===== src/rtl/frame_policy_cfg.svh =====
// Purpose: offsets, field positions, reset values and timing figures of the policy bank
// Assumes: included by bare name from the design files
// Notes:   definitions only
`ifndef FRAME_POLICY_CFG_SVH
`define FRAME_POLICY_CFG_SVH

// ---------------------------------------------------------------
// register offsets
// ---------------------------------------------------------------
`define OFF_GLOBAL_CONTROL_ZERO 8'h02
`define OFF_GLOBAL_CONTROL_ONE  8'h03
`define OFF_GLOBAL_CONTROL_TWO  8'h04

// ---------------------------------------------------------------
// field positions
// ---------------------------------------------------------------
`define GC0_FC_DROP_SEL_BIT  1
`define GC0_LINK_AGE_BIT     0
`define GC1_PASS_ALL_BIT     7
`define GC1_TX_PAUSE_DIS_BIT 5
`define GC1_RX_PAUSE_DIS_BIT 4
`define GC1_LEN_CHECK_BIT    3
`define GC1_AGING_EN_BIT     2
`define GC1_FAST_AGE_BIT     1
`define GC1_BACKOFF_BIT      0
`define GC2_VLAN_DISCARD_BIT 7

// ---------------------------------------------------------------
// reset values of non-strap bits
// ---------------------------------------------------------------
`define RST_FC_DROP_SEL  1'h0
`define RST_LINK_AGE     1'h0
`define RST_PASS_ALL     1'h0
`define RST_LEN_CHECK    1'h0
`define RST_FAST_AGE     1'h0
`define RST_VLAN_DISCARD 1'h1

// ---------------------------------------------------------------
// frame constants and timing
// ---------------------------------------------------------------
`define PAUSE_ETHERTYPE  16'h8808
`define PAUSE_DEST_ADDR  48'h0180C2000001
`define LEN_CHECK_LIMIT  16'h05DC
`define CLK_HZ           40000000
`define FAST_AGE_US      800
`define AGE_NORMAL_S     300
`define AGE_SLACK_S      75

`endif


===== src/rtl/frame_policy_pkg.sv =====
// Purpose: types shared by the policy bank
// Assumes: nothing
// Notes:   constants live in frame_policy_cfg.svh
package frame_policy_pkg;

  typedef enum logic [1:0] {
    AGE_IDLE,
    AGE_NORMAL_BUSY,
    AGE_FAST_BUSY
  } age_state_t;

  typedef enum logic [2:0] {
    CAUSE_NONE,
    CAUSE_ERRORED,
    CAUSE_FLOW_CTRL,
    CAUSE_LENGTH,
    CAUSE_VLAN
  } drop_cause_t;

endpackage : frame_policy_pkg


===== src/rtl/age_timer.sv =====
// Purpose: interval timer that paces address-table aging passes
// Assumes: restart pulses come from the aging sequencer
// Notes:   switching to normal takes effect at the next reload; switching to fast cuts a longer wait at once
`timescale 1ns/1ps
module age_timer #(
  parameter int              CNT_W      = 36,
  parameter logic [CNT_W-1:0] NORMAL_CYC = '1,
  parameter logic [CNT_W-1:0] FAST_CYC   = CNT_W'(1)
) (
  input  wire logic ref_clk, // core clock
  input  wire logic nrst,    // sync reset, low
  input  wire logic enable,  // count when high
  input  wire logic fast,    // use fast interval
  input  wire logic restart, // reload now
  output logic      tick     // one-cycle expiry
);

  logic [CNT_W-1:0] cnt_ff;
  logic [CNT_W-1:0] reload;
  logic             expired;

  generate
    if (FAST_CYC == '0 || NORMAL_CYC == '0 || FAST_CYC > NORMAL_CYC) begin : g_bad_cnt
      $error("age_timer intervals must be nonzero and fast not above normal");
    end
  endgenerate

  assign reload  = fast ? (FAST_CYC - 1'b1) : (NORMAL_CYC - 1'b1);
  assign expired = enable && (cnt_ff == '0);

  always_ff @(posedge ref_clk) begin
    if (!nrst || restart || !enable) begin
      cnt_ff <= reload;
    end else if (expired) begin
      cnt_ff <= reload;
    end else if (fast && cnt_ff > reload) begin
      // leave a long normal wait at once when fast aging is switched on
      cnt_ff <= reload;
    end else begin
      cnt_ff <= cnt_ff - 1'b1;
    end
  end

  always_ff @(posedge ref_clk) begin
    if (!nrst) begin
      tick <= 1'b0;
    end else begin
      tick <= expired && !restart;
    end
  end

endmodule : age_timer


===== src/rtl/strap_sync.sv =====
// Purpose: two-flop synchroniser for strap pins
// Assumes: pins are static around reset
// Notes:   no reset, so it settles while reset is still held
`timescale 1ns/1ps
module strap_sync #(
  parameter int WIDTH = 3
) (
  input  wire logic             ref_clk,  // core clock
  input  wire logic [WIDTH-1:0] pin_in,   // raw pins
  output logic      [WIDTH-1:0] pin_sync  // synchronised level
);

  logic [WIDTH-1:0] meta_ff;

  generate
    if (WIDTH < 1) begin : g_bad_width
      $error("strap_sync needs at least one pin");
    end
  endgenerate

  // first stage read only by second stage
  always_ff @(posedge ref_clk) begin
    meta_ff  <= pin_in;
    pin_sync <= meta_ff;
  end

endmodule : strap_sync


===== src/rtl/switch_global_frame_policy.sv =====
// Purpose: global frame policy bank of a five-port switch
// Assumes: frame descriptors, link state and pass-done come from logic on ref_clk
// Notes:   strap pins are resampled for the whole of reset
// Operation
// - With drop select set, frames of type 0x8808 or to 01-80-C2-00-00-01 are dropped.
// - With drop select clear (reset), only qualified flow-control frames are dropped.
// - With link-change aging on, a link-down while no aging pass is running starts a fast aging pass under 800 us.
// - Once a fast pass is done with the fast age bit clear, aging returns to the normal 300 + 75 s period.
// - Unplugging any port ages out every learned address.
// - Pass-all forwards errored and length-mismatched frames, for sniffing; flow-control and VLAN drops still apply.
// - Transmit pause follows the negotiated result unless its disable bit is set.
// - Receive pause follows the negotiated result unless its disable bit is set.
// - Both pause disable bits reset from one strap and are then written separately.
// - With length check on, a frame with length below 1500 that mismatches is dropped.
// - The aging enable bit turns aging on and resets from its strap.
// - The fast age bit selects the 800 us aging period and resets to zero.
// - The backoff bit selects the aggressive half-duplex backoff.
// - The backoff bit resets from its strap, low meaning normal backoff.
// - With the VLAN discard bit set (reset), nothing crosses a port-VLAN boundary.
// - With it clear, only known unicast crosses a port-VLAN boundary.
`timescale 1ns/1ps
`include "frame_policy_cfg.svh"
module switch_global_frame_policy #(
  parameter int          PORTS          = 5,
  parameter int          CNT_W          = 36,
  parameter logic [35:0] FAST_AGE_CYC   = 36'((64'(`FAST_AGE_US) * 64'(`CLK_HZ)) / 64'd1000000),
  parameter logic [35:0] NORMAL_AGE_CYC =
    36'(64'(`AGE_NORMAL_S + `AGE_SLACK_S) * 64'(`CLK_HZ))
) (
  input  wire logic        ref_clk,                 // 40 MHz core clock
  input  wire logic        nrst,                    // sync reset, low
  // register access port
  input  wire logic [7:0]  reg_addr,                // register offset
  input  wire logic        reg_wr,                  // write strobe
  input  wire logic [7:0]  reg_wdata,               // write data
  input  wire logic        reg_rd,                  // read strobe
  output logic      [7:0]  reg_rdata,               // read data, next cycle
  // strap pins
  input  wire logic        pause_disable_strap_pin, // high disables pause
  input  wire logic        backoff_strap_pin,       // high aggressive backoff
  input  wire logic        aging_strap_pin,         // high aging enabled
  // frame descriptor from receive side
  input  wire logic        frm_valid,               // descriptor strobe
  input  wire logic [15:0] frm_type_len,            // type/length field
  input  wire logic [47:0] frm_dest_addr,           // destination address
  input  wire logic        frm_flow_ctrl,           // qualified flow-control frame
  input  wire logic        frm_errored,             // bad frame
  input  wire logic [15:0] frm_payload_len,         // measured payload bytes
  input  wire logic        frm_crosses_vlan,        // egress outside port-VLAN
  input  wire logic        frm_known_unicast,       // known unicast destination
  output logic             vrd_valid,               // verdict strobe
  output logic             vrd_drop,                // verdict: discard
  output frame_policy_pkg::drop_cause_t vrd_cause,  // why dropped
  // port state and pause
  input  wire logic [PORTS-1:0] link_up,            // per-port link
  input  wire logic [PORTS-1:0] autonegotiation_tx_pause, // negotiated tx pause
  input  wire logic [PORTS-1:0] autonegotiation_rx_pause, // negotiated rx pause
  output logic      [PORTS-1:0] tx_pause_en,        // tx pause in use
  output logic      [PORTS-1:0] rx_pause_en,        // rx pause in use
  output logic             aggressive_backoff,      // half-duplex backoff select
  // address table aging
  output logic             age_pass_req,            // start aging pass
  output logic             age_fast_mode,           // pass uses fast aging
  output logic             flush_all,               // age out all entries
  input  wire logic        age_pass_done            // pass finished
);
  import frame_policy_pkg::*;

  // ---------------------------------------------------------------
  // elaboration checks
  // ---------------------------------------------------------------
  generate
    if (PORTS < 1 || PORTS > 8) begin : g_bad_ports
      $error("PORTS must be 1 to 8");
    end
    if (CNT_W != 36) begin : g_bad_cnt_w
      $error("CNT_W must match the 36-bit interval parameters");
    end
  endgenerate

  function automatic logic hit(input logic [7:0] addr, input logic [7:0] off);
    hit = (addr == off);
  endfunction : hit

  // ---------------------------------------------------------------
  // strap capture
  // ---------------------------------------------------------------
  logic [2:0] strap_sync_lvl;
  logic       pause_strap;
  logic       backoff_strap;
  logic       aging_strap;

  strap_sync #(
    .WIDTH (3)
  ) u_strap_sync (
    .ref_clk  (ref_clk),
    .pin_in   ({pause_disable_strap_pin, backoff_strap_pin, aging_strap_pin}),
    .pin_sync (strap_sync_lvl)
  );

  assign pause_strap   = strap_sync_lvl[2];
  assign backoff_strap = strap_sync_lvl[1];
  assign aging_strap   = strap_sync_lvl[0];

  // ---------------------------------------------------------------
  // control bits
  // ---------------------------------------------------------------
  logic fc_drop_sel_ff;
  logic link_age_ff;
  logic pass_all_ff;
  logic tx_pause_dis_ff;
  logic rx_pause_dis_ff;
  logic len_check_ff;
  logic aging_en_ff;
  logic fast_age_ff;
  logic backoff_ff;
  logic vlan_discard_ff;

  logic wr_gc0;
  logic wr_gc1;
  logic wr_gc2;

  assign wr_gc0 = reg_wr && hit(reg_addr, `OFF_GLOBAL_CONTROL_ZERO);
  assign wr_gc1 = reg_wr && hit(reg_addr, `OFF_GLOBAL_CONTROL_ONE);
  assign wr_gc2 = reg_wr && hit(reg_addr, `OFF_GLOBAL_CONTROL_TWO);

  always_ff @(posedge ref_clk) begin
    if (!nrst) begin
      fc_drop_sel_ff <= `RST_FC_DROP_SEL;
      link_age_ff    <= `RST_LINK_AGE;
    end else if (wr_gc0) begin
      fc_drop_sel_ff <= reg_wdata[`GC0_FC_DROP_SEL_BIT];
      link_age_ff    <= reg_wdata[`GC0_LINK_AGE_BIT];
    end
  end

  always_ff @(posedge ref_clk) begin
    if (!nrst) begin
      pass_all_ff     <= `RST_PASS_ALL;
      len_check_ff    <= `RST_LEN_CHECK;
      fast_age_ff     <= `RST_FAST_AGE;
      tx_pause_dis_ff <= pause_strap;
      rx_pause_dis_ff <= pause_strap;
      aging_en_ff     <= aging_strap;
      backoff_ff      <= backoff_strap;
    end else if (wr_gc1) begin
      pass_all_ff     <= reg_wdata[`GC1_PASS_ALL_BIT];
      len_check_ff    <= reg_wdata[`GC1_LEN_CHECK_BIT];
      fast_age_ff     <= reg_wdata[`GC1_FAST_AGE_BIT];
      tx_pause_dis_ff <= reg_wdata[`GC1_TX_PAUSE_DIS_BIT];
      rx_pause_dis_ff <= reg_wdata[`GC1_RX_PAUSE_DIS_BIT];
      aging_en_ff     <= reg_wdata[`GC1_AGING_EN_BIT];
      backoff_ff      <= reg_wdata[`GC1_BACKOFF_BIT];
    end
  end

  always_ff @(posedge ref_clk) begin
    if (!nrst) begin
      vlan_discard_ff <= `RST_VLAN_DISCARD;
    end else if (wr_gc2) begin
      vlan_discard_ff <= reg_wdata[`GC2_VLAN_DISCARD_BIT];
    end
  end

  // ---------------------------------------------------------------
  // register read
  // ---------------------------------------------------------------
  logic [7:0] gc0_view;
  logic [7:0] gc1_view;
  logic [7:0] gc2_view;
  logic [7:0] rd_mux;

  // unheld bits read as zero
  always_comb begin
    gc0_view = 8'h00;
    gc1_view = 8'h00;
    gc2_view = 8'h00;
    gc0_view[`GC0_FC_DROP_SEL_BIT]  = fc_drop_sel_ff;
    gc0_view[`GC0_LINK_AGE_BIT]     = link_age_ff;
    gc1_view[`GC1_PASS_ALL_BIT]     = pass_all_ff;
    gc1_view[`GC1_TX_PAUSE_DIS_BIT] = tx_pause_dis_ff;
    gc1_view[`GC1_RX_PAUSE_DIS_BIT] = rx_pause_dis_ff;
    gc1_view[`GC1_LEN_CHECK_BIT]    = len_check_ff;
    gc1_view[`GC1_AGING_EN_BIT]     = aging_en_ff;
    gc1_view[`GC1_FAST_AGE_BIT]     = fast_age_ff;
    gc1_view[`GC1_BACKOFF_BIT]      = backoff_ff;
    gc2_view[`GC2_VLAN_DISCARD_BIT] = vlan_discard_ff;
  end

  assign rd_mux = hit(reg_addr, `OFF_GLOBAL_CONTROL_ZERO) ? gc0_view :
                  hit(reg_addr, `OFF_GLOBAL_CONTROL_ONE)  ? gc1_view :
                  hit(reg_addr, `OFF_GLOBAL_CONTROL_TWO)  ? gc2_view : 8'h00;

  always_ff @(posedge ref_clk) begin
    if (!nrst) begin
      reg_rdata <= 8'h00;
    end else if (reg_rd) begin
      reg_rdata <= rd_mux;
    end
  end

  // ---------------------------------------------------------------
  // frame verdict
  // ---------------------------------------------------------------
  logic        is_pause_like;
  logic        drop_flow;
  logic        drop_len;
  logic        drop_err;
  logic        drop_vlan;
  drop_cause_t cause_sel;

  assign is_pause_like = (frm_type_len == `PAUSE_ETHERTYPE) ||
                         (frm_dest_addr == `PAUSE_DEST_ADDR);
  assign drop_flow     = fc_drop_sel_ff ? is_pause_like : frm_flow_ctrl;

  assign drop_len = len_check_ff && (frm_type_len < `LEN_CHECK_LIMIT) &&
                    (frm_payload_len != frm_type_len) && !pass_all_ff;

  assign drop_err = frm_errored && !pass_all_ff;

  assign drop_vlan = frm_crosses_vlan && (vlan_discard_ff || !frm_known_unicast);

  // errors first so, with pass-all clear, a bad frame is never reported as a policy drop
  assign cause_sel = drop_err  ? CAUSE_ERRORED   :
                     drop_flow ? CAUSE_FLOW_CTRL :
                     drop_len  ? CAUSE_LENGTH    :
                     drop_vlan ? CAUSE_VLAN      : CAUSE_NONE;

  always_ff @(posedge ref_clk) begin
    if (!nrst) begin
      vrd_valid <= 1'b0;
      vrd_drop  <= 1'b0;
      vrd_cause <= CAUSE_NONE;
    end else begin
      vrd_valid <= frm_valid;
      if (frm_valid) begin
        vrd_drop  <= (cause_sel != CAUSE_NONE);
        vrd_cause <= cause_sel;
      end
    end
  end

  // ---------------------------------------------------------------
  // pause and backoff
  // ---------------------------------------------------------------
  always_ff @(posedge ref_clk) begin
    if (!nrst) begin
      tx_pause_en        <= '0;
      rx_pause_en        <= '0;
      aggressive_backoff <= 1'b0;
    end else begin
      tx_pause_en        <= autonegotiation_tx_pause & {PORTS{!tx_pause_dis_ff}};
      rx_pause_en        <= autonegotiation_rx_pause & {PORTS{!rx_pause_dis_ff}};
      aggressive_backoff <= backoff_ff;
    end
  end

  // ---------------------------------------------------------------
  // address aging
  // ---------------------------------------------------------------
  logic [PORTS-1:0] link_prev_ff;
  logic             link_lost;
  logic             link_fast_start;
  logic             age_tick;
  logic             timer_restart;
  age_state_t       age_state_ff;
  age_state_t       nxt_age_state;

  // links start down after reset, so coming up never looks like a loss
  always_ff @(posedge ref_clk) begin
    if (!nrst) begin
      link_prev_ff <= '0;
    end else begin
      link_prev_ff <= link_up;
    end
  end

  assign link_lost       = |(link_prev_ff & ~link_up);
  assign link_fast_start = link_lost && link_age_ff;
  assign timer_restart   = age_pass_done;

  age_timer #(
    .CNT_W      (CNT_W),
    .NORMAL_CYC (NORMAL_AGE_CYC),
    .FAST_CYC   (FAST_AGE_CYC)
  ) u_age_timer (
    .ref_clk (ref_clk),
    .nrst    (nrst),
    .enable  (aging_en_ff && age_state_ff == AGE_IDLE),
    .fast    (fast_age_ff),
    .restart (timer_restart),
    .tick    (age_tick)
  );

  always_comb begin
    nxt_age_state = age_state_ff;
    unique case (age_state_ff)
      AGE_IDLE: begin
        if (link_fast_start) begin
          nxt_age_state = AGE_FAST_BUSY;
        end else if (age_tick) begin
          nxt_age_state = fast_age_ff ? AGE_FAST_BUSY : AGE_NORMAL_BUSY;
        end
      end
      AGE_NORMAL_BUSY: begin
        if (age_pass_done) begin
          nxt_age_state = AGE_IDLE;
        end
      end
      AGE_FAST_BUSY: begin
        if (age_pass_done) begin
          nxt_age_state = AGE_IDLE;
        end
      end
    endcase
  end

  always_ff @(posedge ref_clk) begin
    if (!nrst) begin
      age_state_ff  <= AGE_IDLE;
      age_pass_req  <= 1'b0;
      age_fast_mode <= 1'b0;
      flush_all     <= 1'b0;
    end else begin
      age_state_ff  <= nxt_age_state;
      age_pass_req  <= (age_state_ff == AGE_IDLE) && (nxt_age_state != AGE_IDLE);
      age_fast_mode <= (nxt_age_state == AGE_FAST_BUSY);
      flush_all     <= link_lost;
    end
  end

endmodule : switch_global_frame_policy


===== config.mk =====
export PLATFORM = sky130hd
export DESIGN_NAME = switch_global_frame_policy
export DESIGN_NICKNAME = d
export VERILOG_FILES = /design/src/rtl/frame_policy_pkg.sv /design/src/rtl/age_timer.sv /design/src/rtl/strap_sync.sv /design/src/rtl/switch_global_frame_policy.sv
export VERILOG_INCLUDE_DIRS = /design/src /design/src/rtl
export SDC_FILE = /design/constraint.sdc
export NUM_CORES = 1
export LEC_CHECK = 0
export BUFFER_PORTS_ARGS = -buffer_cell sky130_fd_sc_hd__buf_4
export CAP_MARGIN = 10
export CORE_AREA = 5 5 111 81
export CTS_BUF_LIST = sky130_fd_sc_hd__clkbuf_4 sky130_fd_sc_hd__clkbuf_8
export CTS_CLUSTER_DIAMETER = 150
export DETAILED_ROUTE_END_ITERATION = 6
export DIE_AREA = 0 0 116 86
export PLACE_DENSITY = 0.86
export SETUP_SLACK_MARGIN = 0.2
export SLEW_MARGIN = 20
export SYNTH_ARGS = -nofsm -noshare
export SYNTH_HDL_FRONTEND = slang
export SYNTH_SLANG_ARGS = --single-unit

===== constraint.sdc =====
create_clock -name ref_clk -period 6.94 [get_ports ref_clk]
set_input_delay 0.694 -clock ref_clk [delete_from_list [all_inputs] [get_ports ref_clk]]
set_output_delay 0.694 -clock ref_clk [all_outputs]
set_load 0.05 [all_outputs]

* After elaboration in Yosys (flattened, before gate mapping)
Cells that the tools add are included.
** Cells by class
- Bitwise logic cells :: 4
- Magnitude comparators :: 2
- Eq/ne operators :: 10
- Reductions and logical operators :: 31
- Muxes and demuxes :: 25
- Add/subtract/negate cells :: 1
** Operators with widths (number)
- two-way mux 36 bit :: 3
- equality test 48 x 41 -> 1 bit, second input constant :: 1
- > comparator 36 bit :: 1
- logical NOT 36 bit :: 1
- subtractor 36 x 1 -> 36 bit, second input constant :: 1
- two-way mux 34 bit :: 1
- two-way mux 8 bit :: 3
- equality test 16 bit, second input constant :: 1
- equality test 8 x 2 -> 1 bit, second input constant :: 2
- less-than comparator 16 x 11 -> 1 bit, second input constant :: 1
- != test 16 bit :: 1
- AND 5 bit :: 3
- logical AND 1 bit :: 14
- two-way mux 3 bit :: 4
- two-way mux 1 bit :: 9
- equality test 8 x 3 -> 1 bit, second input constant :: 1
- two-way mux 2 bit :: 4
- logical NOT 1 bit :: 7
- inverter 5 bit :: 1
- OR reduction 5 bit :: 1
- equality test 2 bit, second input constant :: 2
- logical OR 1 bit :: 4
- one-hot mux 2 bit (2 select lines) :: 1
- nonzero test 3 bit :: 1
- 5 further kinds :: 5
** Word-level totals
- Output and inout port bits :: 27
- Word-level logic and storage cells :: 99
- Input bits :: 124
- Register bits after elaboration :: 87

* Depth between registers and ports, before layout
Gate-level depths: netlist of run 1.
- Depth in word-level cells :: 8
- Depth in mapped cells :: 9
- Mapped depth without buffers :: 8

* Hierarchy
From an unflattened synthesis of run 1, not the netlist that was laid out.
** Unflattened totals
- Cells, all modules :: 468
- Area, all modules :: 4229.1 µm²
** Modules (own cells, without submodules)
- age_timer :: sequential area each 740.7 µm², cells an instance 243, times used 1, area each 2102.0 µm²
- switch_global_frame_policy :: sequential area each 900.9 µm², cells an instance 219, times used 1, area each 2006.9 µm²
- strap_sync :: sequential area each 120.1 µm², cells an instance 6, times used 1, area each 120.1 µm²

* Least setup slack after synthesis of run 1
OpenSTA, ideal clock, no wires.
- Path type :: flip-flop to flip-flop
- Start point :: register fast_age_ff
- End point :: register u_age_timer.cnt_ff[4]
- Period minus slack after synthesis :: 2.933 ns
- Required time :: 6.803 ns
- Library setup time :: 0.137 ns
- Stages on the path, launching flop included :: 10
- Path slack :: 4.007 ns
- Buffers on the path :: 1
- Arrival :: 2.796 ns
- Cell sequence :: dfxtp_1 > inv_1 > ha_1 > nand4_1 > or4b_2 > o41a_1 > o31a_1 > nor2b_1 > clkbuf_1 > nand3_1
** On the way
- Word-level cells in the longest chain between the ends :: 6
** RTL lines
- start, declared :: RTL line switch_global_frame_policy.sv:115 : logic fast_age_ff;
- start signal, assigned :: RTL line switch_global_frame_policy.sv:141 : fast_age_ff <= `RST_FAST_AGE;
- start signal, assigned :: RTL line switch_global_frame_policy.sv:149 : fast_age_ff <= reg_wdata[`GC1_FAST_AGE_BIT];
- two-way mux 34 bit :: RTL line age_timer.sv:28 : assign reload = fast ? (FAST_CYC - 1'b1) : (NORMAL_CYC - 1'b1);
- > comparator 36 bit :: RTL line age_timer.sv:36 : end else if (fast && cnt_ff > reload) begin
- logical AND 1 bit (*) :: RTL line age_timer.sv:36
- two-way mux 36 bit (*) :: RTL line age_timer.sv:36
- two-way mux 36 bit (*) :: RTL line age_timer.sv:34 : end else if (expired) begin
- two-way mux 36 bit (*) :: RTL line age_timer.sv:32 : if (!nrst || restart || !enable) begin
- end signal, assigned :: RTL line age_timer.sv:33 : cnt_ff <= reload;
- end signal, assigned :: RTL line age_timer.sv:35 : cnt_ff <= reload;
- end signal, assigned :: RTL line age_timer.sv:38 : cnt_ff <= reload;
- end, declared :: RTL line age_timer.sv:18 : logic [CNT_W-1:0] cnt_ff;
Every way passes the cells marked *; elsewhere a longest branch is shown, timed or not.
A chain may end at the register's enable or synchronous reset.

* Worst setup path after layout of run 1
- Start point :: register fast_age_ff
- End point :: register u_age_timer.cnt_ff[13]
** On the way
- Word-level cells in the longest chain between the ends :: 6
** RTL lines (RTL line)
- two-way mux 34 bit :: age_timer.sv:28
- > comparator 36 bit :: age_timer.sv:36
- logical AND 1 bit :: age_timer.sv:36
- two-way mux 36 bit :: age_timer.sv:36
- two-way mux 36 bit :: age_timer.sv:34
- two-way mux 36 bit (*) :: age_timer.sv:32
Marks and branches as above.

==> results of run 1 <==
placed cells by master, fill, tap and decap left out, types with 3 or more instances in the layout:
cell / netlist / routed
a21boi_0: 13 / 13
a21oi_1: 7 / 7
a22oi_1: 3 / 3
a31oi_1: 4 / 4
and2_1: 18 / 18
and4_1: 3 / 3
buf_4: 1 / 149
clkbuf_8: 0 / 9
dfxtp_1: 82 / 82
edfxtp_1: 4 / 4
ha_1: 18 / 18
inv_1: 16 / 16
inv_6: 0 / 3
nand2_1: 40 / 40
nand2b_1: 13 / 13
nand3_1: 19 / 19
nand4_1: 11 / 11
nor2_1: 27 / 27
nor2b_1: 4 / 4
nor3_1: 18 / 18
nor4_1: 18 / 18
nor4b_1: 12 / 12
o211a_1: 4 / 4
o21ai_0: 23 / 23
or3_1: 3 / 3
or4_1: 4 / 4
or4b_2: 3 / 3
xnor2_1: 21 / 21
xor2_1: 26 / 26
metrics by stage:
stage	setup WS (ns)	cells	util, %	total power, W
after floorplan	4.01	459	-	0.000596
after global placement	3.45	696	69.0	0.000669
after detailed placement	3.39	696	69.0	0.000673
after CTS	3.36	712	71.9	0.00107
after global routing	3.08	712	71.9	0.00111
final	3.40	712	71.9	0.00106
worst min-delay path by stage:
stage,depth (start not counted),from,endpoint,slack [ns]
after floorplan,0,u_strap_sync.meta_ff[0]$_DFF_P_,u_strap_sync.pin_sync[0]$_DFF_P_,0.31
after global placement,0,u_strap_sync.meta_ff[1]$_DFF_P_,u_strap_sync.pin_sync[1]$_DFF_P_,0.32
after detailed placement,0,u_strap_sync.meta_ff[1]$_DFF_P_,u_strap_sync.pin_sync[1]$_DFF_P_,0.31
after CTS,0,u_strap_sync.meta_ff[1]$_DFF_P_,u_strap_sync.pin_sync[1]$_DFF_P_,0.34
after global routing,0,u_strap_sync.meta_ff[1]$_DFF_P_,u_strap_sync.pin_sync[1]$_DFF_P_,0.35
final,0,u_strap_sync.meta_ff[1]$_DFF_P_,u_strap_sync.pin_sync[1]$_DFF_P_,0.34
final cells by class:
type / instances / area [sq um] / share of cell area, %
Multi-Input combinational cell: 344 / 2300 / 41.1
Sequential cell: 86 / 1760 / 31.5
Timing Repair Buffer: 149 / 1120 / 20.0
Tap cell: 101 / 126 / 2.26
Clock buffer: 9 / 124 / 2.22
Clock inverter: 7 / 101 / 1.81
Inverter: 16 / 60.1 / 1.07
routing by layer:
metal / wire [um] / vias up / global-route usage [%]
li1: - / 1931 / -
met1: 5200 / 1878 / 31.1
met2: 5290 / 145 / 36.6
met3: 906 / 18 / 7.40
met4: 159 / 0 / 6.22
met5: 0 / - / 0
sequential cells by signal (all words and copies together), names as in the netlist, 2 cells and up:
register,cells
tx_pause_en,5
age_state_ff,2
link_prev_ff,5
u_strap_sync.meta_ff,3
u_age_timer.cnt_ff,36
vrd_cause,3
rx_pause_en,5
reg_rdata,7
u_strap_sync.pin_sync,3
worst max-delay path: stages (launching register included):
cell and delay [ns]:
dfxtp_1 0.73, inv_1 0.22, ha_1 0.36, nand4_1 0.09
or4b_2 0.61, o41a_1 0.44, o31a_1 0.15, nor2b_1 0.62
a21boi_0 0.17
cells by family (layout without fill, tap and decap cells):
group | count (synthesis) | in the layout | synth area share [%]
adders and majority gates | 18 | 18 | 5.40
and+or+nand+nor | 207 | 207 | 28.0
other | 1 | 1 | 0.0899
muxes | 2 | 2 | 0.540
AOI/OAI and AO/OA | 69 | 69 | 11.1
xor gates and xnor gates | 47 | 47 | 9.87
DFF | 86 | 86 | 42.2
buffers and inverters | 29 | 181 | 2.73
power by group:
part / switching [W] / total (W) / internal [W]
clock: 0.000193 / 0.000399 / 0.000206
sequential: 0.00000930 / 0.000522 / 0.000512
combinational: 0.0000669 / 0.000142 / 0.0000746
==> out/metrics.cfg, run 1 <==
[status]
status=complete, no violations

[drt]
first_pass_iters=5
wl_mm=11.6
ant_nets=0
vias=3972
vias_per_cell=5.58
detail_route.iter0.violations=290
wl_per_cell_um=16.2
drc=0

[cells_and_area]
diodes=0
drive_above_1_share_pct=28.8
syn_to_final_growth_pct=34.0
postLayoutCellArea_sq_um=5590
fillers=595
nets=748

[sta]
finClkSkew_ns=0.00920
finalSetupTns_ns=0
post-route-period-util_pct=51.1
report.final.slew_viol_count=0
relSlewSlack_pct=31.7
min_period_ns=3.54
hold_slack_ns=0.338
clock.fmax_mhz=282
finalHoldViolations=0
rsz0062_at_grt=false
final-setup-viol-count=0
tightest_slew_ns=1.02

[worst_setup_path]
crit_start=fast_age_ff$_SDFFE_PN0P_
crit_end=u_age_timer.cnt_ff[13]$_DFF_P_
worst-endpoint-required_ns=7.16
start_kind=flip-flop
path_class=reg2reg
worstReg2RegEnd=u_age_timer.cnt_ff[13]$_DFF_P_
r2r_cells=8
crit_fanout=17
crit_arrival_ns=3.76
crit_path_end_kind=flip-flop
r2r_slack_ns=3.40
reg2reg_from=fast_age_ff$_SDFFE_PN0P_

[global_route]
antenna_found_initial=0
grt_remaining_overflow=0
grt_pass1_wl_mm=18.4
grt_max_degree=39
grt_use_total_pct=23.3
first_global_vias=3784

[die]
ios=151
die_w_um=116
rows=27
fp.dieH_um=86
initial_core_util_pct=53.7
die_area_sq_um=9980
core-area_sq_um=7770

[logic_synthesis]
netlist.area_leader.share_pct=39.4
synthCells=459
syn_nets=601
synth.avg_cell_area_sq_um=9.09
mappedNetlistArea_sq_um=4170
ys.warnings.count=0
ys_seq_area_share_pct=42.2
synth.area.top_cells=dfxtp_1 (39%), xor2_1 (5.5%), ha_1 (5.4%)
synth_edf_count=4
synth_top_cell_by_area=dfxtp_1
yosys_most_used_dff=dfxtp_1
async_reset_ff_share_pct=0
yosysMostFrequentCell=dfxtp_1
synthTopCellsByCount=dfxtp_1 (82), nand2_1 (40), nor2_1 (27), xor2_1 (26), o21ai_0 (23)
synth_cell_types=57
ys_ff_latch=86

[clock_tree]
htreeDepth=3
path_clk_slew_ns=0.09
cts_inserted_buffers=9
cts.sinks=86
clock_latency_ns=0.37
post_cts_buffers=0
cts-resized-gates=0
cts_hold_buf=0
cts_tree=yes
cts_buffer_depth=2
cts-root-buf=clkbuf_8

[placed_design]
dp_hpwl_mm=9.05
globalplace.congestion=0.913
portBuffers=148
place_area_sq_um=5360

[pwr]
leakagePower_nw=2.35
power_density_nw_per_um2=190
ir_worst_vdd_uv=183

[flow_run]
drv_cap=0

[worst_hold_path]
hold_class=reg2reg

No activity file was read; power rests on OpenSTA's default activity.
==> run 2, diff against run 1 <==
--- a/config.mk
+++ b/config.mk
@@ -8,12 +8,12 @@
 export LEC_CHECK = 0
 export BUFFER_PORTS_ARGS = -buffer_cell sky130_fd_sc_hd__buf_4
 export CAP_MARGIN = 10
-export CORE_AREA = 5 5 111 81
+export CORE_AREA = 5 5 120 88
 export CTS_BUF_LIST = sky130_fd_sc_hd__clkbuf_4 sky130_fd_sc_hd__clkbuf_8
 export CTS_CLUSTER_DIAMETER = 150
 export DETAILED_ROUTE_END_ITERATION = 6
-export DIE_AREA = 0 0 116 86
-export PLACE_DENSITY = 0.86
+export DIE_AREA = 0 0 125 93
+export PLACE_DENSITY = 0.77
 export SETUP_SLACK_MARGIN = 0.2
 export SLEW_MARGIN = 20
 export SYNTH_ARGS = -nofsm -noshare
==> constraint.sdc (replaced) <==
create_clock -name ref_clk -period 3 [get_ports ref_clk]
set_input_delay 0.3 -clock ref_clk [delete_from_list [all_inputs] [get_ports ref_clk]]
set_output_delay 0.3 -clock ref_clk [all_outputs]
set_load 0.05 [all_outputs]
==> out/metrics.cfg, run 2 (synthesis gave the netlist of run 1 again) <==
[cells_and_area]
largest_register=u_age_timer.cnt_ff  ; unchanged
final_common_cell=buf_4  ; unchanged
syn_to_final_growth_pct=35.8  ; was 34.0%
diodes=0  ; unchanged
drive_above_1_share_pct=29.8  ; was 28.8%
postLayoutCellArea_sq_um=5660  ; was 5590 sq um
nets=754  ; was 748
mostFrequentLayoutCells=buf_4 (154), dfxtp_1 (81), nand2_1 (40)  ; was buf_4 (149), dfxtp_1 (82), nand2_1 (40)
top_regs=u_age_timer.cnt_ff (36), reg_rdata (7)  ; unchanged
largest_reg_flops=36  ; unchanged

[global_route]
busiest_layer=met2  ; unchanged
grt_pass1_wl_mm=19.7  ; was 18.4 mm
met1_usage_pct=28.3  ; was 31.1%
first_global_vias=3796  ; was 3784
met3_usage_pct=4.45  ; was 7.40%
grt_remaining_overflow=0  ; unchanged
grt_use_total_pct=20.9  ; was 23.3%
antenna_found_initial=0  ; unchanged
met2_usage_pct=33.8  ; was 36.6%
grt_max_degree=39  ; unchanged

[die]
die_w_um=125  ; was 116 um
ios=151  ; unchanged
fp.dieH_um=93  ; was 86 um
die_area_sq_um=11600  ; was 9980 sq um
core-area_sq_um=9350  ; was 7770 sq um
rows=30  ; was 27
initial_core_util_pct=44.6  ; was 53.7%

[worst_setup_path]
reg2reg_from=u_age_timer.cnt_ff[7]$_SDFF_PP1_  ; was fast_age_ff$_SDFFE_PN0P_
crit_fanout=6  ; was 17
start_kind=flip-flop  ; unchanged
worst-endpoint-required_ns=3.26  ; was 7.16 ns
crit_arrival_ns=2.95  ; was 3.76 ns
crit_path_end_kind=flip-flop  ; unchanged
r2r_slack_ns=0.32  ; was 3.40 ns
worstReg2RegEnd=u_age_timer.cnt_ff[32]$_DFF_P_  ; was u_age_timer.cnt_ff[13]$_DFF_P_
path_class=reg2reg  ; unchanged
r2r_cells=6  ; was 8

[sta]
post-route-period-util_pct=89.5  ; was 51.1%
report.final.slew_viol_count=0  ; unchanged
finClkSkew_ns=0.0133  ; was 0.00920 ns
clock.fmax_mhz=373  ; was 282 MHz
rsz0062_at_grt=false  ; unchanged
min_period_ns=2.68  ; was 3.54 ns
relSlewSlack_pct=48.6  ; was 31.7%
finalHoldViolations=0  ; unchanged
final-setup-viol-count=0  ; unchanged
finalSetupTns_ns=0  ; unchanged
tightest_slew_ns=0.760  ; was 1.02 ns
setup_slack_ns=0.315  ; was 3.40 ns

[placed_design]
dp_hpwl_mm=9.39  ; was 9.05 mm
post-place-ws_ns=0.315  ; was 3.39 ns
portBuffers=148  ; unchanged
place_area_sq_um=5450  ; was 5360 sq um
globalplace.congestion=0.940  ; was 0.913

[drt]
ant_nets=0  ; unchanged
drc=0  ; unchanged
detail_route.iter0.violations=318  ; was 290
first_pass_iters=6  ; was 5
wl_mm=12.0  ; was 11.6 mm
wl_per_cell_um=16.1  ; was 16.2 um
vias=3907  ; was 3972
vias_per_cell=5.24  ; was 5.58

[clock_tree]
clock_latency_ns=0.37  ; about the same
cts-root-buf=clkbuf_8  ; unchanged
cts_hold_buf=0  ; unchanged
path_clk_slew_ns=0.09  ; about the same
cts_inserted_buffers=9  ; unchanged
cts_tree=yes  ; unchanged
post_cts_buffers=0  ; unchanged
htreeDepth=3  ; unchanged
cts.sinks=86  ; unchanged
cts_buffer_depth=2  ; unchanged

[worst_hold_path]
min_to=u_strap_sync.meta_ff[2]$_DFF_P_  ; was u_strap_sync.pin_sync[1]$_DFF_P_
hold_start=pause_disable_strap_pin  ; was u_strap_sync.meta_ff[1]$_DFF_P_
hold-path-cell-count=1  ; was 0
hold_class=in2reg  ; was reg2reg

[pwr]
power_density_nw_per_um2=423  ; was 190 nW/um^2
power.internal_w=0.00180  ; was 0.000793 W
seqPwrFrac_pct=50.3  ; was 49.1%
leakagePower_nw=2.38  ; was 2.35 nW
ir_worst_vdd_uv=286  ; was 183 uV
switching_share_pct=24.7  ; was 25.3%
p_switching_w=0.000593  ; was 0.000269 W
power_frac_clock_pct=35.8  ; was 37.6%
combPwrFrac_pct=13.9  ; was 13.3%

[flow_run]
drv_cap=0  ; unchanged

[status]
status=complete, no violations  ; unchanged

==> run 2: power groups by stage <==
stage                     Clock, W  Combinational [W]  Sequential [W]
after global routing      0.000923           0.000360         0.00121
after global placement           0           0.000322         0.00123
after detailed placement         0           0.000330         0.00123
after floorplan                  0           0.000103         0.00127
final                     0.000857           0.000332         0.00121
after CTS                 0.000880           0.000332         0.00121
==> run 2: final cells by class <==
class,instances,area [sq um]
fillers,822,3680
multi-input cells,344,2300
flip-flops and latches,86,1760
repair buffers,155,1170
well taps,128,160
clock buffers,12,159
inverters,16,60.1
clock inverters,4,52.6
==> run 2: per-layer routing <==
| metal | wire [um] | vias to the layer above | share of wire (%) |
|---|---|---|---|
| li1 | - | 1949 | - |
| met1 | 5450 | 1820 | 46 |
| met2 | 5660 | 117 | 47 |
| met3 | 677 | 21 | 5.7 |
| met4 | 191 | 0 | 1.6 |
| met5 | 0 | - | 0 |
==> run 2: through the flow <==
stage | util (%) | hold WS, ns | power [W] | cells
after floorplan | - | 0.310 | 0.00138 | 459
after global placement | 58.3 | 0.312 | 0.00155 | 729
after detailed placement | 58.3 | 0.312 | 0.00156 | 729
after CTS | 60.6 | 0.0109 | 0.00242 | 745
after global routing | 60.6 | 0.00909 | 0.00249 | 745
final | 60.6 | 0.0347 | 0.00240 | 745
==> run 2: worst max path at each step <==
| stage | startpoint | end | slack, ns | depth (start not counted) |
|---|---|---|---|---|
| after floorplan | fast_age_ff$_SDFFE_PN0P_ | u_age_timer.cnt_ff[4]$_SDFF_PP1_ | 0.24 | 9 |
| after global placement | u_age_timer.cnt_ff[7]$_SDFF_PP1_ | u_age_timer.cnt_ff[32]$_DFF_P_ | 0.33 | 6 |
| after detailed placement | fast_age_ff$_SDFFE_PN0P_ | u_age_timer.cnt_ff[30]$_DFF_P_ | 0.32 | 9 |
| after CTS | fast_age_ff$_SDFFE_PN0P_ | u_age_timer.cnt_ff[30]$_DFF_P_ | 0.28 | 9 |
| after global routing | fast_age_ff$_SDFFE_PN0P_ | u_age_timer.cnt_ff[28]$_DFF_P_ | 0.22 | 9 |
| final | u_age_timer.cnt_ff[7]$_SDFF_PP1_ | u_age_timer.cnt_ff[32]$_DFF_P_ | 0.32 | 6 |
==> run 2: repair_timing <==
| action | in CTS | in global routing |
|---|---|---|
| endpoints found under the hold margin | 0 | 0 |
| endpoints found under the setup margin | 0 | 3 |
| gates resized for setup | 0 | 3 |
==> run 2: worst max-delay path: stages (launching register included) <==
cell     delay [ns]
dfxtp_1        0.35
or4_4          0.57
or4_1          0.55
or3_4          0.46
or4_4          0.42
xor2_1         0.17
o21ai_2        0.06
==> run 3, diff against run 2 <==
==> constraint.sdc (replaced) <==
create_clock -name ref_clk -period 2.4 [get_ports ref_clk]
set_input_delay 0.24 -clock ref_clk [delete_from_list [all_inputs] [get_ports ref_clk]]
set_output_delay 0.24 -clock ref_clk [all_outputs]
set_load 0.05 [all_outputs]
==> out/metrics.cfg, run 3 (synthesis gave the netlist of run 1 again) <==
[status]
status=finished with violations  ; was complete, no violations
violations=negative setup slack

[cells_and_area]
drive_above_1_share_pct=40.5  ; was 29.8%
fin_util_pct=66.6  ; was 60.6%
syn_to_final_growth_pct=49.3  ; was 35.8%
largest_register=u_age_timer.cnt_ff  ; unchanged
multi_input_area_sq_um=2550  ; was 2300 sq um
nets=793  ; was 754
top_regs=u_age_timer.cnt_ff (36), reg_rdata (7)  ; unchanged
diodes=0  ; unchanged
fillers=725  ; was 822
largest_reg_flops=36  ; unchanged
final_common_cell=buf_4  ; unchanged
mostFrequentLayoutCells=buf_4 (182), dfxtp_1 (80), nand2_1 (29)  ; was buf_4 (154), dfxtp_1 (81), nand2_1 (40)
seqCellArea_sq_um=1770  ; was 1760 sq um

[worst_setup_path]
crit_arrival_ns=2.74  ; was 2.95 ns
start_kind=flip-flop  ; unchanged
crit_fanout=3  ; was 6
worst-endpoint-required_ns=2.71  ; was 3.26 ns
crit_buf_inv=0  ; unchanged
cpMostUsedCell=or4_4  ; unchanged
path_class=reg2reg  ; unchanged
cp_slowest_cell=or4_4  ; unchanged
cpPeakStageDelay_ns=0.53  ; was 0.57 ns
critPathTopFamily=simple AND/OR/NAND/NOR gates  ; unchanged
crit_path_end_kind=flip-flop  ; unchanged
cp_cell_sequence=or4_4 -> or4_4 -> or3_4 -> or4_4 -> xor2_2 -> o21ai_2  ; was or4_4 -> or4_1 -> or3_4 -> or4_4 -> xor2_1 -> o21ai_2

[drt]
detail_route.iter0.violations=277  ; was 318
ant_nets=0  ; unchanged
wl_per_cell_um=16.7  ; was 16.1 um
drc=0  ; unchanged
vias=4185  ; was 3907
vias_per_cell=5.34  ; was 5.24
first_pass_iters=5  ; was 6
wl_mm=13.1  ; was 12.0 mm

[placed_design]
dp_hpwl_mm=9.88  ; was 9.39 mm
portBuffers=148  ; unchanged
globalplace.congestion=0.952  ; was 0.940

[pwr]
power_frac_clock_pct=34.7  ; was 35.8%
power_w=0.00300  ; was 0.00240 W
seqPwrFrac_pct=50.1  ; was 50.3%
leakagePower_nw=2.63  ; was 2.38 nW
power_density_nw_per_um2=482  ; was 423 nW/um^2
ir_worst_vdd_uv=250  ; was 286 uV
p_switching_w=0.000790  ; was 0.000593 W
switching_share_pct=26.3  ; was 24.7%
power.internal_w=0.00221  ; was 0.00180 W
combPwrFrac_pct=15.1  ; was 13.9%

[die]
core-area_sq_um=9350  ; unchanged
die_area_sq_um=11600  ; unchanged
ios=151  ; unchanged
fp.dieH_um=93  ; unchanged
die_w_um=125  ; unchanged
rows=30  ; unchanged
initial_core_util_pct=44.6  ; unchanged

[clock_tree]
htreeDepth=3  ; unchanged
clock_latency_ns=0.37  ; about the same
cts-root-buf=clkbuf_8  ; unchanged
cts_inserted_buffers=9  ; unchanged
cts.sinks=86  ; unchanged
cts_tree=yes  ; unchanged
cts_buffer_depth=2  ; unchanged
path_clk_slew_ns=0.09  ; about the same

[sta]
clock.fmax_mhz=411  ; was 373 MHz
post-route-period-util_pct=101  ; was 89.5%
final-setup-viol-count=1  ; was 0
rsz0062_at_grt=true  ; was false
report.final.slew_viol_count=0  ; unchanged
finalHoldViolations=0  ; unchanged
finClkSkew_ns=0.0133  ; about the same
relSlewSlack_pct=58.9  ; was 48.6%
min_period_ns=2.43  ; was 2.68 ns
tightest_slew_ns=0.608  ; was 0.760 ns
setup_slack_ns=-0.0339  ; was 0.315 ns
hold_slack_ns=0.0650  ; was 0.0347 ns

[flow_run]
drv_cap=0  ; unchanged

[global_route]
grt_pass1_wl_mm=20.9  ; was 19.7 mm
first_global_vias=4205  ; was 3796
grt_remaining_overflow=0  ; unchanged
grt_max_degree=39  ; unchanged
antenna_found_initial=0  ; unchanged
grt_use_total_pct=22.1  ; was 20.9%

[worst_hold_path]
hold_class=in2reg  ; unchanged

-- run 3: area by class of cell --
cell class / instances / area share (%)
sequential: 86 / 28.4
clock buffer: 9 / 1.99
multi-input combinational: 346 / 41.0
timing repair buffer: 192 / 23.8
clock inverter: 7 / 1.25
tap: 128 / 2.57
inverter: 16 / 1.00
-- run 3: worst paths after layout --
check | start | cells after the start | endpoint | slack [ns]
setup / recovery | u_age_timer.cnt_ff[8]$_DFF_P_ | 6 | u_age_timer.cnt_ff[32]$_DFF_P_ | -0.03
hold / removal | autonegotiation_tx_pause[2] | 2 | tx_pause_en[2]$_SDFF_PN0_ | 0.06
setup reg to reg | u_age_timer.cnt_ff[8]$_DFF_P_ | 6 | u_age_timer.cnt_ff[32]$_DFF_P_ | -0.03
hold reg to reg | u_strap_sync.meta_ff[0]$_DFF_P_ | 0 | u_strap_sync.pin_sync[0]$_DFF_P_ | 0.33
-- run 3: power by group through the flow --
stage,clock [W],combinational [W],sequential (W)
2_1_floorplan,0,0.000135,0.00159
3_3_place_gp,0,0.000420,0.00154
3_5_place_dp,0,0.000429,0.00154
4_1_cts,0.00106,0.000446,0.00151
5_1_grt,0.00112,0.000488,0.00151
6_report,0.00104,0.000455,0.00151
-- run 3: timing repair --
item                       CTS  global route
pin swaps                   14             4
hold endpoints to repair     3             0
setup buffers                6             1
resized for setup           42            24
setup endpoints to repair   35            36
gates cloned                 2             0
hold buffers                 3             0
-- run 3: through the flow --
stage / TNS [ns] / worst slack, ns / instances / cell area (sq um)
final: -0.0339 / -0.0339 / 784 / 6230
after global routing: -1.18 / -0.103 / 784 / 6230
after CTS: -0.0250 / -0.0250 / 783 / 6130
after detailed placement: -0.0716 / -0.0485 / 756 / 5710
after global placement: -0.0209 / -0.0209 / 756 / 5710
after floorplan: -0.125 / -0.0978 / 459 / 4250
-- run 3: per-layer routing --
metal | GRT usage [%] | part of all wire, % | vias to the layer above
li1 | - | - | 2037
met1 | 29.4 | 45 | 1970
met2 | 36.7 | 47 | 150
met3 | 5.25 | 6.2 | 26
met4 | 5.32 | 1.8 | 2
met5 | 0 | 0.25 | -
